===== src/core/pack_pkg.sv =====
// Types and constants shared by the raw colour twelve-bit pair packer
package pack_pkg;

    // ****************************************
    // Widths and field positions
    // ****************************************
    localparam int SAMPLE_W = 12; // Raw sample width, unsigned 0x000 to 0xFFF
    localparam int BYTE_W = 8;
    localparam int HIGH_MSB = 11; // High part of a sample sits in bits 11..4
    localparam int HIGH_LSB = 4;
    localparam int LOW_MSB = 3; // Low nibble of a sample sits in bits 3..0
    localparam int LOW_LSB = 0;

    // ****************************************
    // Reset values
    // ****************************************
    localparam logic [SAMPLE_W-1:0] SAMPLE_RST = 12'h000;
    localparam logic [BYTE_W-1:0] BYTE_RST = 8'h00;
    localparam logic [SAMPLE_W-1:0] SAMPLE_MAX = 12'hFFF; // Signal level 4095

    // Filter colour of the pixel whose bits a byte carries
    typedef enum logic [1:0] {
        COLOUR_BLUE,
        COLOUR_GREEN,
        COLOUR_RED
    } filter_colour_t;

    // Pixel word from the sensor side
    typedef struct packed {
        logic [SAMPLE_W-1:0] sample;
        logic frame_start; // First pixel of a frame
        logic row_end; // Last pixel of a row
    } pixel_word_t;

    // Byte word towards the host link
    typedef struct packed {
        logic [BYTE_W-1:0] data;
        filter_colour_t colour;
        logic row_odd;
        logic first_byte_of_row;
        logic last_byte_of_row;
    } packed_byte_t;

endpackage : pack_pkg


===== src/core/raw_color_12bit_pair_packer.sv =====
// Packer for the raw colour twelve-bit packed byte stream
`timescale 1ns/1ps
`default_nettype none

// Behaviour
// - Each pixel yields exactly twelve data bits, no padding between pixels.
// - Every two consecutive pixels travel in exactly three consecutive bytes.
// - Samples are passed raw, never interpolated or altered.
// - Packing restarts at each row; first and last bytes belong to row ends.
// - Group byte one carries bits 11..4 of the earlier pixel.
// - Byte two carries later low nibble high, earlier low nibble low.
// - Group byte three carries bits 11..4 of the later pixel.
// - Even rows: blue at even positions, green at odd, blue first.
// - Odd rows: green at even positions, red at odd, green first.
// - Pixel values are unsigned twelve bits, 0x000 to 0xFFF.
module raw_color_12bit_pair_packer (
    input wire logic sys_clk,
    input wire logic nrst,
    input wire logic pix_valid,
    output logic pix_ready,
    input wire pack_pkg::pixel_word_t pix_in,
    output logic byte_valid,
    input wire logic byte_ready,
    output pack_pkg::packed_byte_t byte_out
);
    import pack_pkg::*;

    // ****************************************
    // Types and functions
    // ****************************************
    typedef enum logic [2:0] {
        GET_EARLY,
        GET_LATE,
        SEND_B0,
        SEND_B1,
        SEND_B2
    } pack_state_t;

    // Filter colour from row parity and pixel position parity
    function automatic filter_colour_t colour_of(input logic odd_row, input logic odd_pos);
        if (!odd_row) begin
            colour_of = odd_pos ? COLOUR_GREEN : COLOUR_BLUE;
        end else begin
            colour_of = odd_pos ? COLOUR_RED : COLOUR_GREEN;
        end
    endfunction : colour_of

    // High and low parts of a raw sample
    function automatic logic [BYTE_W-1:0] high_part(input logic [SAMPLE_W-1:0] s);
        high_part = s[HIGH_MSB:HIGH_LSB];
    endfunction : high_part

    function automatic logic [LOW_MSB:LOW_LSB] low_part(input logic [SAMPLE_W-1:0] s);
        low_part = s[LOW_MSB:LOW_LSB];
    endfunction : low_part

    // ****************************************
    // State
    // ****************************************
    pack_state_t state_r, state_nxt;
    logic [SAMPLE_W-1:0] early_r, early_nxt;
    logic [SAMPLE_W-1:0] late_r, late_nxt;
    logic row_odd_r, row_odd_nxt; // Parity of the row being received
    logic row_fresh_r, row_fresh_nxt; // Next pixel starts a row
    logic pair_odd_r, pair_odd_nxt; // Row parity of the pair in flight
    logic pair_first_r, pair_first_nxt; // Pair opens its row
    logic pair_last_r, pair_last_nxt; // Pair closes its row
    packed_byte_t out_r, out_nxt;
    logic take;
    logic give;
    logic this_odd;

    // Handshakes: pixels only taken between groups, bytes only offered inside one
    assign pix_ready = (state_r == GET_EARLY) || (state_r == GET_LATE);
    assign byte_valid = (state_r == SEND_B0) || (state_r == SEND_B1) || (state_r == SEND_B2);
    assign byte_out = out_r;
    assign take = pix_valid && pix_ready;
    assign give = byte_valid && byte_ready;
    // A frame start forces row zero, which is even
    assign this_odd = pix_in.frame_start ? 1'b0 : row_odd_r;

    // ****************************************
    // Next-state logic
    // ****************************************
    // Collect a pair, then hand out its three bytes in ascending order
    always_comb begin
        state_nxt = state_r;
        early_nxt = early_r;
        late_nxt = late_r;
        row_odd_nxt = row_odd_r;
        row_fresh_nxt = row_fresh_r;
        pair_odd_nxt = pair_odd_r;
        pair_first_nxt = pair_first_r;
        pair_last_nxt = pair_last_r;
        out_nxt = out_r;
        // Row bookkeeping on every accepted pixel
        if (take) begin
            row_fresh_nxt = pix_in.row_end;
            row_odd_nxt = pix_in.row_end ? !this_odd : this_odd;
        end
        case (state_r)
            GET_EARLY: begin
                if (take) begin
                    early_nxt = pix_in.sample;
                    pair_odd_nxt = this_odd;
                    pair_first_nxt = row_fresh_r || pix_in.frame_start;
                    pair_last_nxt = pix_in.row_end;
                    if (pix_in.row_end) begin
                        // Odd-length row: close the group with a zero later pixel
                        late_nxt = SAMPLE_RST;
                        out_nxt.data = high_part(pix_in.sample);
                        out_nxt.colour = colour_of(this_odd, 1'b0);
                        out_nxt.row_odd = this_odd;
                        out_nxt.first_byte_of_row = row_fresh_r || pix_in.frame_start;
                        out_nxt.last_byte_of_row = 1'b0;
                        state_nxt = SEND_B0;
                    end else begin
                        state_nxt = GET_LATE;
                    end
                end
            end
            GET_LATE: begin
                if (take) begin
                    late_nxt = pix_in.sample;
                    pair_last_nxt = pix_in.row_end;
                    out_nxt.data = high_part(early_r);
                    out_nxt.colour = colour_of(pair_odd_r, 1'b0);
                    out_nxt.row_odd = pair_odd_r;
                    out_nxt.first_byte_of_row = pair_first_r;
                    out_nxt.last_byte_of_row = 1'b0;
                    state_nxt = SEND_B0;
                end
            end
            SEND_B0: begin
                if (give) begin
                    out_nxt.data = {low_part(late_r), low_part(early_r)};
                    out_nxt.colour = colour_of(pair_odd_r, 1'b1);
                    out_nxt.first_byte_of_row = 1'b0;
                    out_nxt.last_byte_of_row = 1'b0;
                    state_nxt = SEND_B1;
                end
            end
            SEND_B1: begin
                if (give) begin
                    out_nxt.data = high_part(late_r);
                    out_nxt.colour = colour_of(pair_odd_r, 1'b1);
                    out_nxt.last_byte_of_row = pair_last_r;
                    state_nxt = SEND_B2;
                end
            end
            SEND_B2: begin
                if (give) begin
                    out_nxt.last_byte_of_row = 1'b0;
                    state_nxt = GET_EARLY;
                end
            end
            default: begin
                state_nxt = GET_EARLY;
            end
        endcase
    end

    // ****************************************
    // Registers
    // ****************************************
    // Synchronous active-low reset to an empty pipe at row zero
    always_ff @(posedge sys_clk) begin
        if (!nrst) begin
            state_r <= GET_EARLY;
            early_r <= SAMPLE_RST;
            late_r <= SAMPLE_RST;
            row_odd_r <= 1'b0;
            row_fresh_r <= 1'b1;
            pair_odd_r <= 1'b0;
            pair_first_r <= 1'b0;
            pair_last_r <= 1'b0;
            out_r <= '{data: BYTE_RST, colour: COLOUR_BLUE, row_odd: 1'b0,
                       first_byte_of_row: 1'b0, last_byte_of_row: 1'b0};
        end else begin
            state_r <= state_nxt;
            early_r <= early_nxt;
            late_r <= late_nxt;
            row_odd_r <= row_odd_nxt;
            row_fresh_r <= row_fresh_nxt;
            pair_odd_r <= pair_odd_nxt;
            pair_first_r <= pair_first_nxt;
            pair_last_r <= pair_last_nxt;
            out_r <= out_nxt;
        end
    end
endmodule : raw_color_12bit_pair_packer

`default_nettype wire


===== config.mk =====
export PLATFORM = sky130hd
export DESIGN_NAME = raw_color_12bit_pair_packer
export DESIGN_NICKNAME = d
export VERILOG_FILES = /design/src/core/pack_pkg.sv /design/src/core/raw_color_12bit_pair_packer.sv
export SDC_FILE = /design/constraint.sdc
export NUM_CORES = 1
export LEC_CHECK = 0
export BUFFER_PORTS_ARGS = -buffer_cell sky130_fd_sc_hd__buf_2
export CORE_MARGIN = 3
export CORE_UTILIZATION = 30
export DETAILED_ROUTE_END_ITERATION = 7
export GPL_TIMING_DRIVEN = 0
export PLACE_DENSITY_LB_ADDON = 0.1
export SLEW_MARGIN = 20
export SYNTH_ARGS = -nofsm -noshare
export SYNTH_HDL_FRONTEND = slang
export SYNTH_SLANG_ARGS = --single-unit
export TNS_END_PERCENT = 20

===== constraint.sdc =====
create_clock -name sys_clk -period 4.4 [get_ports sys_clk]
set_clock_uncertainty 0.05 [all_clocks]
set_input_delay 0.88 -clock sys_clk [delete_from_list [all_inputs] [get_ports sys_clk]]
set_output_delay 0.88 -clock sys_clk [all_outputs]
set_load 0.02 [all_outputs]

After elaboration in Yosys (flattened, before gate mapping)
Cells that the tools add are included.

operators by class
  equality and inequality tests = 10
  mux-type cells = 28
  reductions and logical operators = 20

operator list
  cell                                                                    count
  10-bit case mux with 4 select lines                                     1
  13-bit 2-to-1 mux                                                       3
  12-bit 2-to-1 mux                                                       3
  12-bit case mux with 2 select lines                                     1
  10-bit 2-to-1 mux                                                       2
  3-bit 2-to-1 mux                                                        5
  3-bit case mux with 5 select lines                                      1
  2-bit != test (second input constant)                                   6
  5-bit AND reduction                                                     2
  7-bit AND reduction                                                     1
  3-bit by 2-bit equality test with 1-bit output (second input constant)  2
  1-bit 2-to-1 mux                                                        6
  2-bit 2-to-1 mux                                                        3
  6-bit AND reduction                                                     1
  1-bit case mux with 5 select lines                                      1
  5-bit nonzero test                                                      1
  1-bit logical OR                                                        4
  2-bit AND reduction                                                     2
  4-bit AND reduction                                                     1
  4-bit nonzero test                                                      1
  3-bit by 1-bit equality test with 1-bit output (second input constant)  1
  3-bit equality test (second input constant)                             1
  3-bit zero test                                                         1
  1-bit case mux with 3 select lines                                      1
  6 further kinds                                                         7

storage, ports and cells
  bits in registers = 45
  bits of input ports = 18
  output and inout port bits = 15
  word-level logic and storage cells = 71

Depth between registers and ports, before layout
  depth after elaboration = 6
  depth in mapped cells = 7
  mapped depth without buffers = 4

Worst setup path after synthesis
OpenSTA, ideal clock, no wires.

  path kind = flip-flop to output port
  start = reg state_r[1]
  end = out byte_valid
  arrival = 1.104 ns
  required time = 3.470 ns
  path slack = 2.366 ns
  cell stages (with the launch flop) = 4
  path buffers = 2
  cell sequence = dfxtp_1 buf_6 clkbuf_1 o21ai_0

on the way
  word-level cells in the longest chain between the ends = 3
  elaborated cells on any way between the ends = 5
  those cells by class = eq/ne: 3; reduce/logical: 2

RTL lines
  item                                            line                                RTL
  from (decl)                                     raw_color_12bit_pair_packer.sv:60   pack_state_t state_r, state_nxt;
  from (signal assigned)                          raw_color_12bit_pair_packer.sv:180  state_r <= state_nxt;
  3-bit by 2-bit equality test with 1-bit output  raw_color_12bit_pair_packer.sv:75   assign byte_valid = (state_r == SEND_B0) || (state_r == SEND_B1) || (state_r == SEND_B2);
  1-bit logical OR                                raw_color_12bit_pair_packer.sv:75
  1-bit logical OR (*)                            raw_color_12bit_pair_packer.sv:75
  to (decl)                                       raw_color_12bit_pair_packer.sv:22   output logic byte_valid,

Mark *: on every way between the ends. The rest lies on a longest branch, timed or not.

Worst setup path in the final report
Same ends and word-level chain as after synthesis.

==> qor.log <==
INFO  power          power.ir.vdd_worst=148uV
INFO  floorplan      fp.dieW=90.0um
INFO  timing         period_share=55.9%
INFO  global_route   antenna_found_initial=0
INFO  logic_synthesis synth_largest_type_area_fraction=42.6%
INFO  timing         fmaxAchievable=0.407GHz
INFO  global_route   gr-usage-all-layers=15.9%
INFO  power          netSwitchingFraction=32.5%
INFO  power          power.total=929uW
INFO  worst_setup_path total_buffers_and_inverters_traversed_by_the_critical_path=3
INFO  logic_synthesis postSynth.topFlopCell=sky130_fd_sc_hd__dfxtp_1
INFO  logic_synthesis yosysSeqAreaShare=42.6%
INFO  clock_tree     tritoncts=built
INFO  power          clock_group_share_of_total_power=28.2%
INFO  power          p_sw=302uW
INFO  worst_setup_path r2r_setup_slack=2.56ns
INFO  detailed_routing antenna_violating_nets_post_route=0
INFO  worst_setup_path worst_path_largest_cell_delay=0.39ns
INFO  min_path       min-delay-path-class=reg2reg
INFO  detailed_routing drt_first_iter_violations=134
INFO  detailed_routing detail_route.drc_violations=0
INFO  layout         final_nets=322
INFO  worst_setup_path criticalPathCategory=reg2out
INFO  worst_setup_path critical_path_peak_fanout=10
INFO  layout         post_synthesis_to_final_layout_area_growth=16.7%
INFO  layout         layout.cells.most_common=sky130_fd_sc_hd__nand2_1
INFO  timing         worst_slew_margin_rel=56.1%
INFO  clock_tree     clock-sinks=45
INFO  placed_design  dpl.cell_count=390
INFO  detailed_routing wire_per_inst=16.1um
INFO  logic_synthesis post_synth.cell_area_avg=7.92um^2
INFO  logic_synthesis yosys_register_bits=45
INFO  timing         unrepaired_setup_endpoints_after_global_routing=false
INFO  clock_tree     cts_hold_buffers=0
INFO  floorplan      top_level_ports=33
INFO  logic_synthesis mappedNetlistArea=2110um^2
INFO  detailed_routing detailedRoute.firstPassIterationCount=4
INFO  global_route   number_of_global_route_vias_before_repair=1847
INFO  logic_synthesis synth_edf_count=0
INFO  floorplan      die_area=8090um^2
INFO  logic_synthesis synth_async_sr_flop_share=0%
INFO  power          share_comb_of_total_power=23.5%
INFO  power          power_density=376nW/um^2
INFO  placed_design  dp_slack=2.04ns
INFO  timing         timing_max_transition_violations_final=0
INFO  layout         layout_common_cells=53 x sky130_fd_sc_hd__nand2_1, 45 x sky130_fd_sc_hd__dfxtp_1, 34 x sky130_fd_sc_hd__buf_2, 33 x sky130_fd_sc_hd__a21oi_1, 20 x sky130_fd_sc_hd__o22ai_1
INFO  logic_synthesis yosys.cell_types.count=37
INFO  layout         fin_cells=398
INFO  timing         min_period=2.46ns
INFO  floorplan      fp-row-count=29
INFO  timing         timing.hold.ws=0.402ns
INFO  floorplan      fp.coreArea=6600um^2
INFO  logic_synthesis mappedNetlistNets=285
INFO  timing         final.setup.tns=0ns
INFO  worst_setup_path worst_setup_path_start_kind=register
INFO  floorplan      floorplan.initialDensity=32.0%
INFO  worst_setup_path critPathTopFamily=buffers and inverters
INFO  timing         worst_path_setup_slack_after_routing=1.94ns
INFO  worst_setup_path worst-endpoint-required=3.47ns
INFO  clock_tree     skew_pair_late_insertion_delay=0.30ns
INFO  clock_tree     cts.path.max_buffers=2
INFO  power          power.leakage=0.959nW
INFO  layout         final_layout_size_suffix_gt1_share=18.7%
INFO  timing         worstMarginPinSlew=0.658ns
INFO  flow_run       cap_viol_max_count=0
INFO  placed_design  detailed_place_hpwl=4.46mm
INFO  logic_synthesis synth_largest_area_cell=sky130_fd_sc_hd__dfxtp_1
INFO  timing         setup_viol_count_final=0
INFO  floorplan      die-height=90.0um
INFO  logic_synthesis synth_area_leaders=sky130_fd_sc_hd__dfxtp_1 43%, sky130_fd_sc_hd__nand2_1 9.4%, sky130_fd_sc_hd__a21oi_1 7.8%
INFO  layout         post-route-cell-area=2470um^2
INFO  detailed_routing detailroute.via_count=1958
INFO  worst_setup_path timing.critical_path.slowest_stage_cell=sky130_fd_sc_hd__clkbuf_1
INFO  timing         report.final.hold_viol_count=0
INFO  clock_tree     cts.reportedPaths.clkPinSlew=0.09ns
INFO  logic_synthesis syn-instance-count=267
INFO  worst_setup_path data_arrival_time_of_the_critical_path=1.53ns
INFO  detailed_routing via_density_per_instance=4.92
INFO  placed_design  gp_congestion=0.795
INFO  clock_tree     htree_num_levels=2
INFO  clock_tree     cts_repair_resized_insts=0
INFO  global_route   pin_count_of_the_biggest_net_entering_global_routing=15
INFO  clock_tree     cts_inserted_buffers=5
INFO  logic_synthesis ys.warnings.count=0
INFO  worst_setup_path crit_end_category=primary output
INFO  detailed_routing finalWirelength=6.42mm
INFO  global_route   grt_pass1_wl=10.1mm
INFO  worst_setup_path crit_chain=buf_6 > clkbuf_1 > o21ai_0 > buf_2
INFO  layout         num_antenna_cells=0
INFO  clock_tree     post-cts-setup-buffer-count=0
INFO  power          intPower=627uW
INFO  power          power_frac_seq=48.3%
INFO  layout         finish.utilization=37.4%
INFO  global_route   gr-total-overflow=0
INFO  placed_design  dpl_cell_area=2380um^2
INFO  status         run_status=finished, final reports clean
INFO  layout         fillers=724
INFO  clock_tree     clock-root-buffer=sky130_fd_sc_hd__clkbuf_8
INFO  placed_design  port_bufs=30
synth_stat cells, types with 2 or more instances:
master / instances
sky130_fd_sc_hd__nand2_1: 53
sky130_fd_sc_hd__dfxtp_1: 45
sky130_fd_sc_hd__a21oi_1: 33
sky130_fd_sc_hd__o22ai_1: 20
sky130_fd_sc_hd__nand3_1: 14
sky130_fd_sc_hd__clkbuf_1: 12
sky130_fd_sc_hd__nor2_1: 12
sky130_fd_sc_hd__o21ai_0: 11
sky130_fd_sc_hd__a21o_1: 7
sky130_fd_sc_hd__mux2_2: 7
sky130_fd_sc_hd__inv_1: 6
sky130_fd_sc_hd__nand2b_1: 5
sky130_fd_sc_hd__buf_2: 4
sky130_fd_sc_hd__buf_4: 4
sky130_fd_sc_hd__a311oi_1: 3
sky130_fd_sc_hd__mux2i_1: 3
sky130_fd_sc_hd__nand4_1: 3
sky130_fd_sc_hd__a211oi_1: 2
sky130_fd_sc_hd__a22oi_1: 2
sky130_fd_sc_hd__buf_6: 2
sky130_fd_sc_hd__nor3_1: 2
sky130_fd_sc_hd__nor3b_1: 2
kinds of logic after synthesis:
kind of cell / count (synthesis) / synth area share, %
flops: 45 / 42.6
compound gates: 86 / 24.7
simple gates: 96 / 20.4
xor+xnor: 1 / 0.414
mux: 10 / 5.15
buf+inv: 29 / 6.80
registers in the layout, summed over array words and instances, names as in the netlist:
name          flops
pair_first_r      1
state_r           3
early_r          12
pair_last_r       1
late_r           12
pair_odd_r        1
byte_out         13
row_odd_r         1
row_fresh_r       1
layer usage:
metal | vias to the layer above | global-route usage (%) | wire length [um]
met4 | 0 | 4.46 | 29
met3 | 2 | 3.67 | 448
met2 | 59 | 24.1 | 2820
li1 | 1013 | - | -
met5 | - | 0 | 0
met1 | 884 | 22.7 | 3120
worst register-to-register path, delay by kind of cell, from the launching register on:
| family | cells | cell delay (ns) |
|---|---|---|
| and+or+nand+nor | 2 | 0.51 |
| buffers and inverters | 1 | 0.13 |
| DFF | 1 | 0.32 |
| AOI/OAI and AO/OA | 2 | 0.76 |
path summary, 6_finish.rpt:
| check | from | end | cells after the start |
|---|---|---|---|
| setup / recovery | state_r[1] | byte_valid | 4 |
| hold reg to reg | late_r[4] | late_r[4] | 2 |
| setup reg to reg | state_r[1] | byte_out[9] | 5 |
| hold / removal | late_r[4] | late_r[4] | 2 |
area by class of cell:
| class | instances | area [um^2] | share of cell area [%] |
|---|---|---|---|
| Buffer | 22 | 118 | 4.76 |
| Clock buffer | 6 | 72.6 | 2.94 |
| Clock inverter | 2 | 15.0 | 0.608 |
| Inverter | 7 | 26.3 | 1.06 |
| Multi-Input combinational cell | 193 | 1070 | 43.3 |
| Sequential cell | 45 | 901 | 36.5 |
| Tap cell | 93 | 116 | 4.71 |
| Timing Repair Buffer | 30 | 150 | 6.08 |
power groups by stage:
stage | Sequential, mW | Combinational (mW) | Clock (mW)
floorplan | 0.469 | 0.137 | 0
global placement | 0.458 | 0.220 | 0
detailed placement | 0.458 | 0.219 | 0
CTS | 0.449 | 0.219 | 0.273
global route | 0.452 | 0.240 | 0.288
finish | 0.449 | 0.219 | 0.262
(Power assumes the default switching activity.)
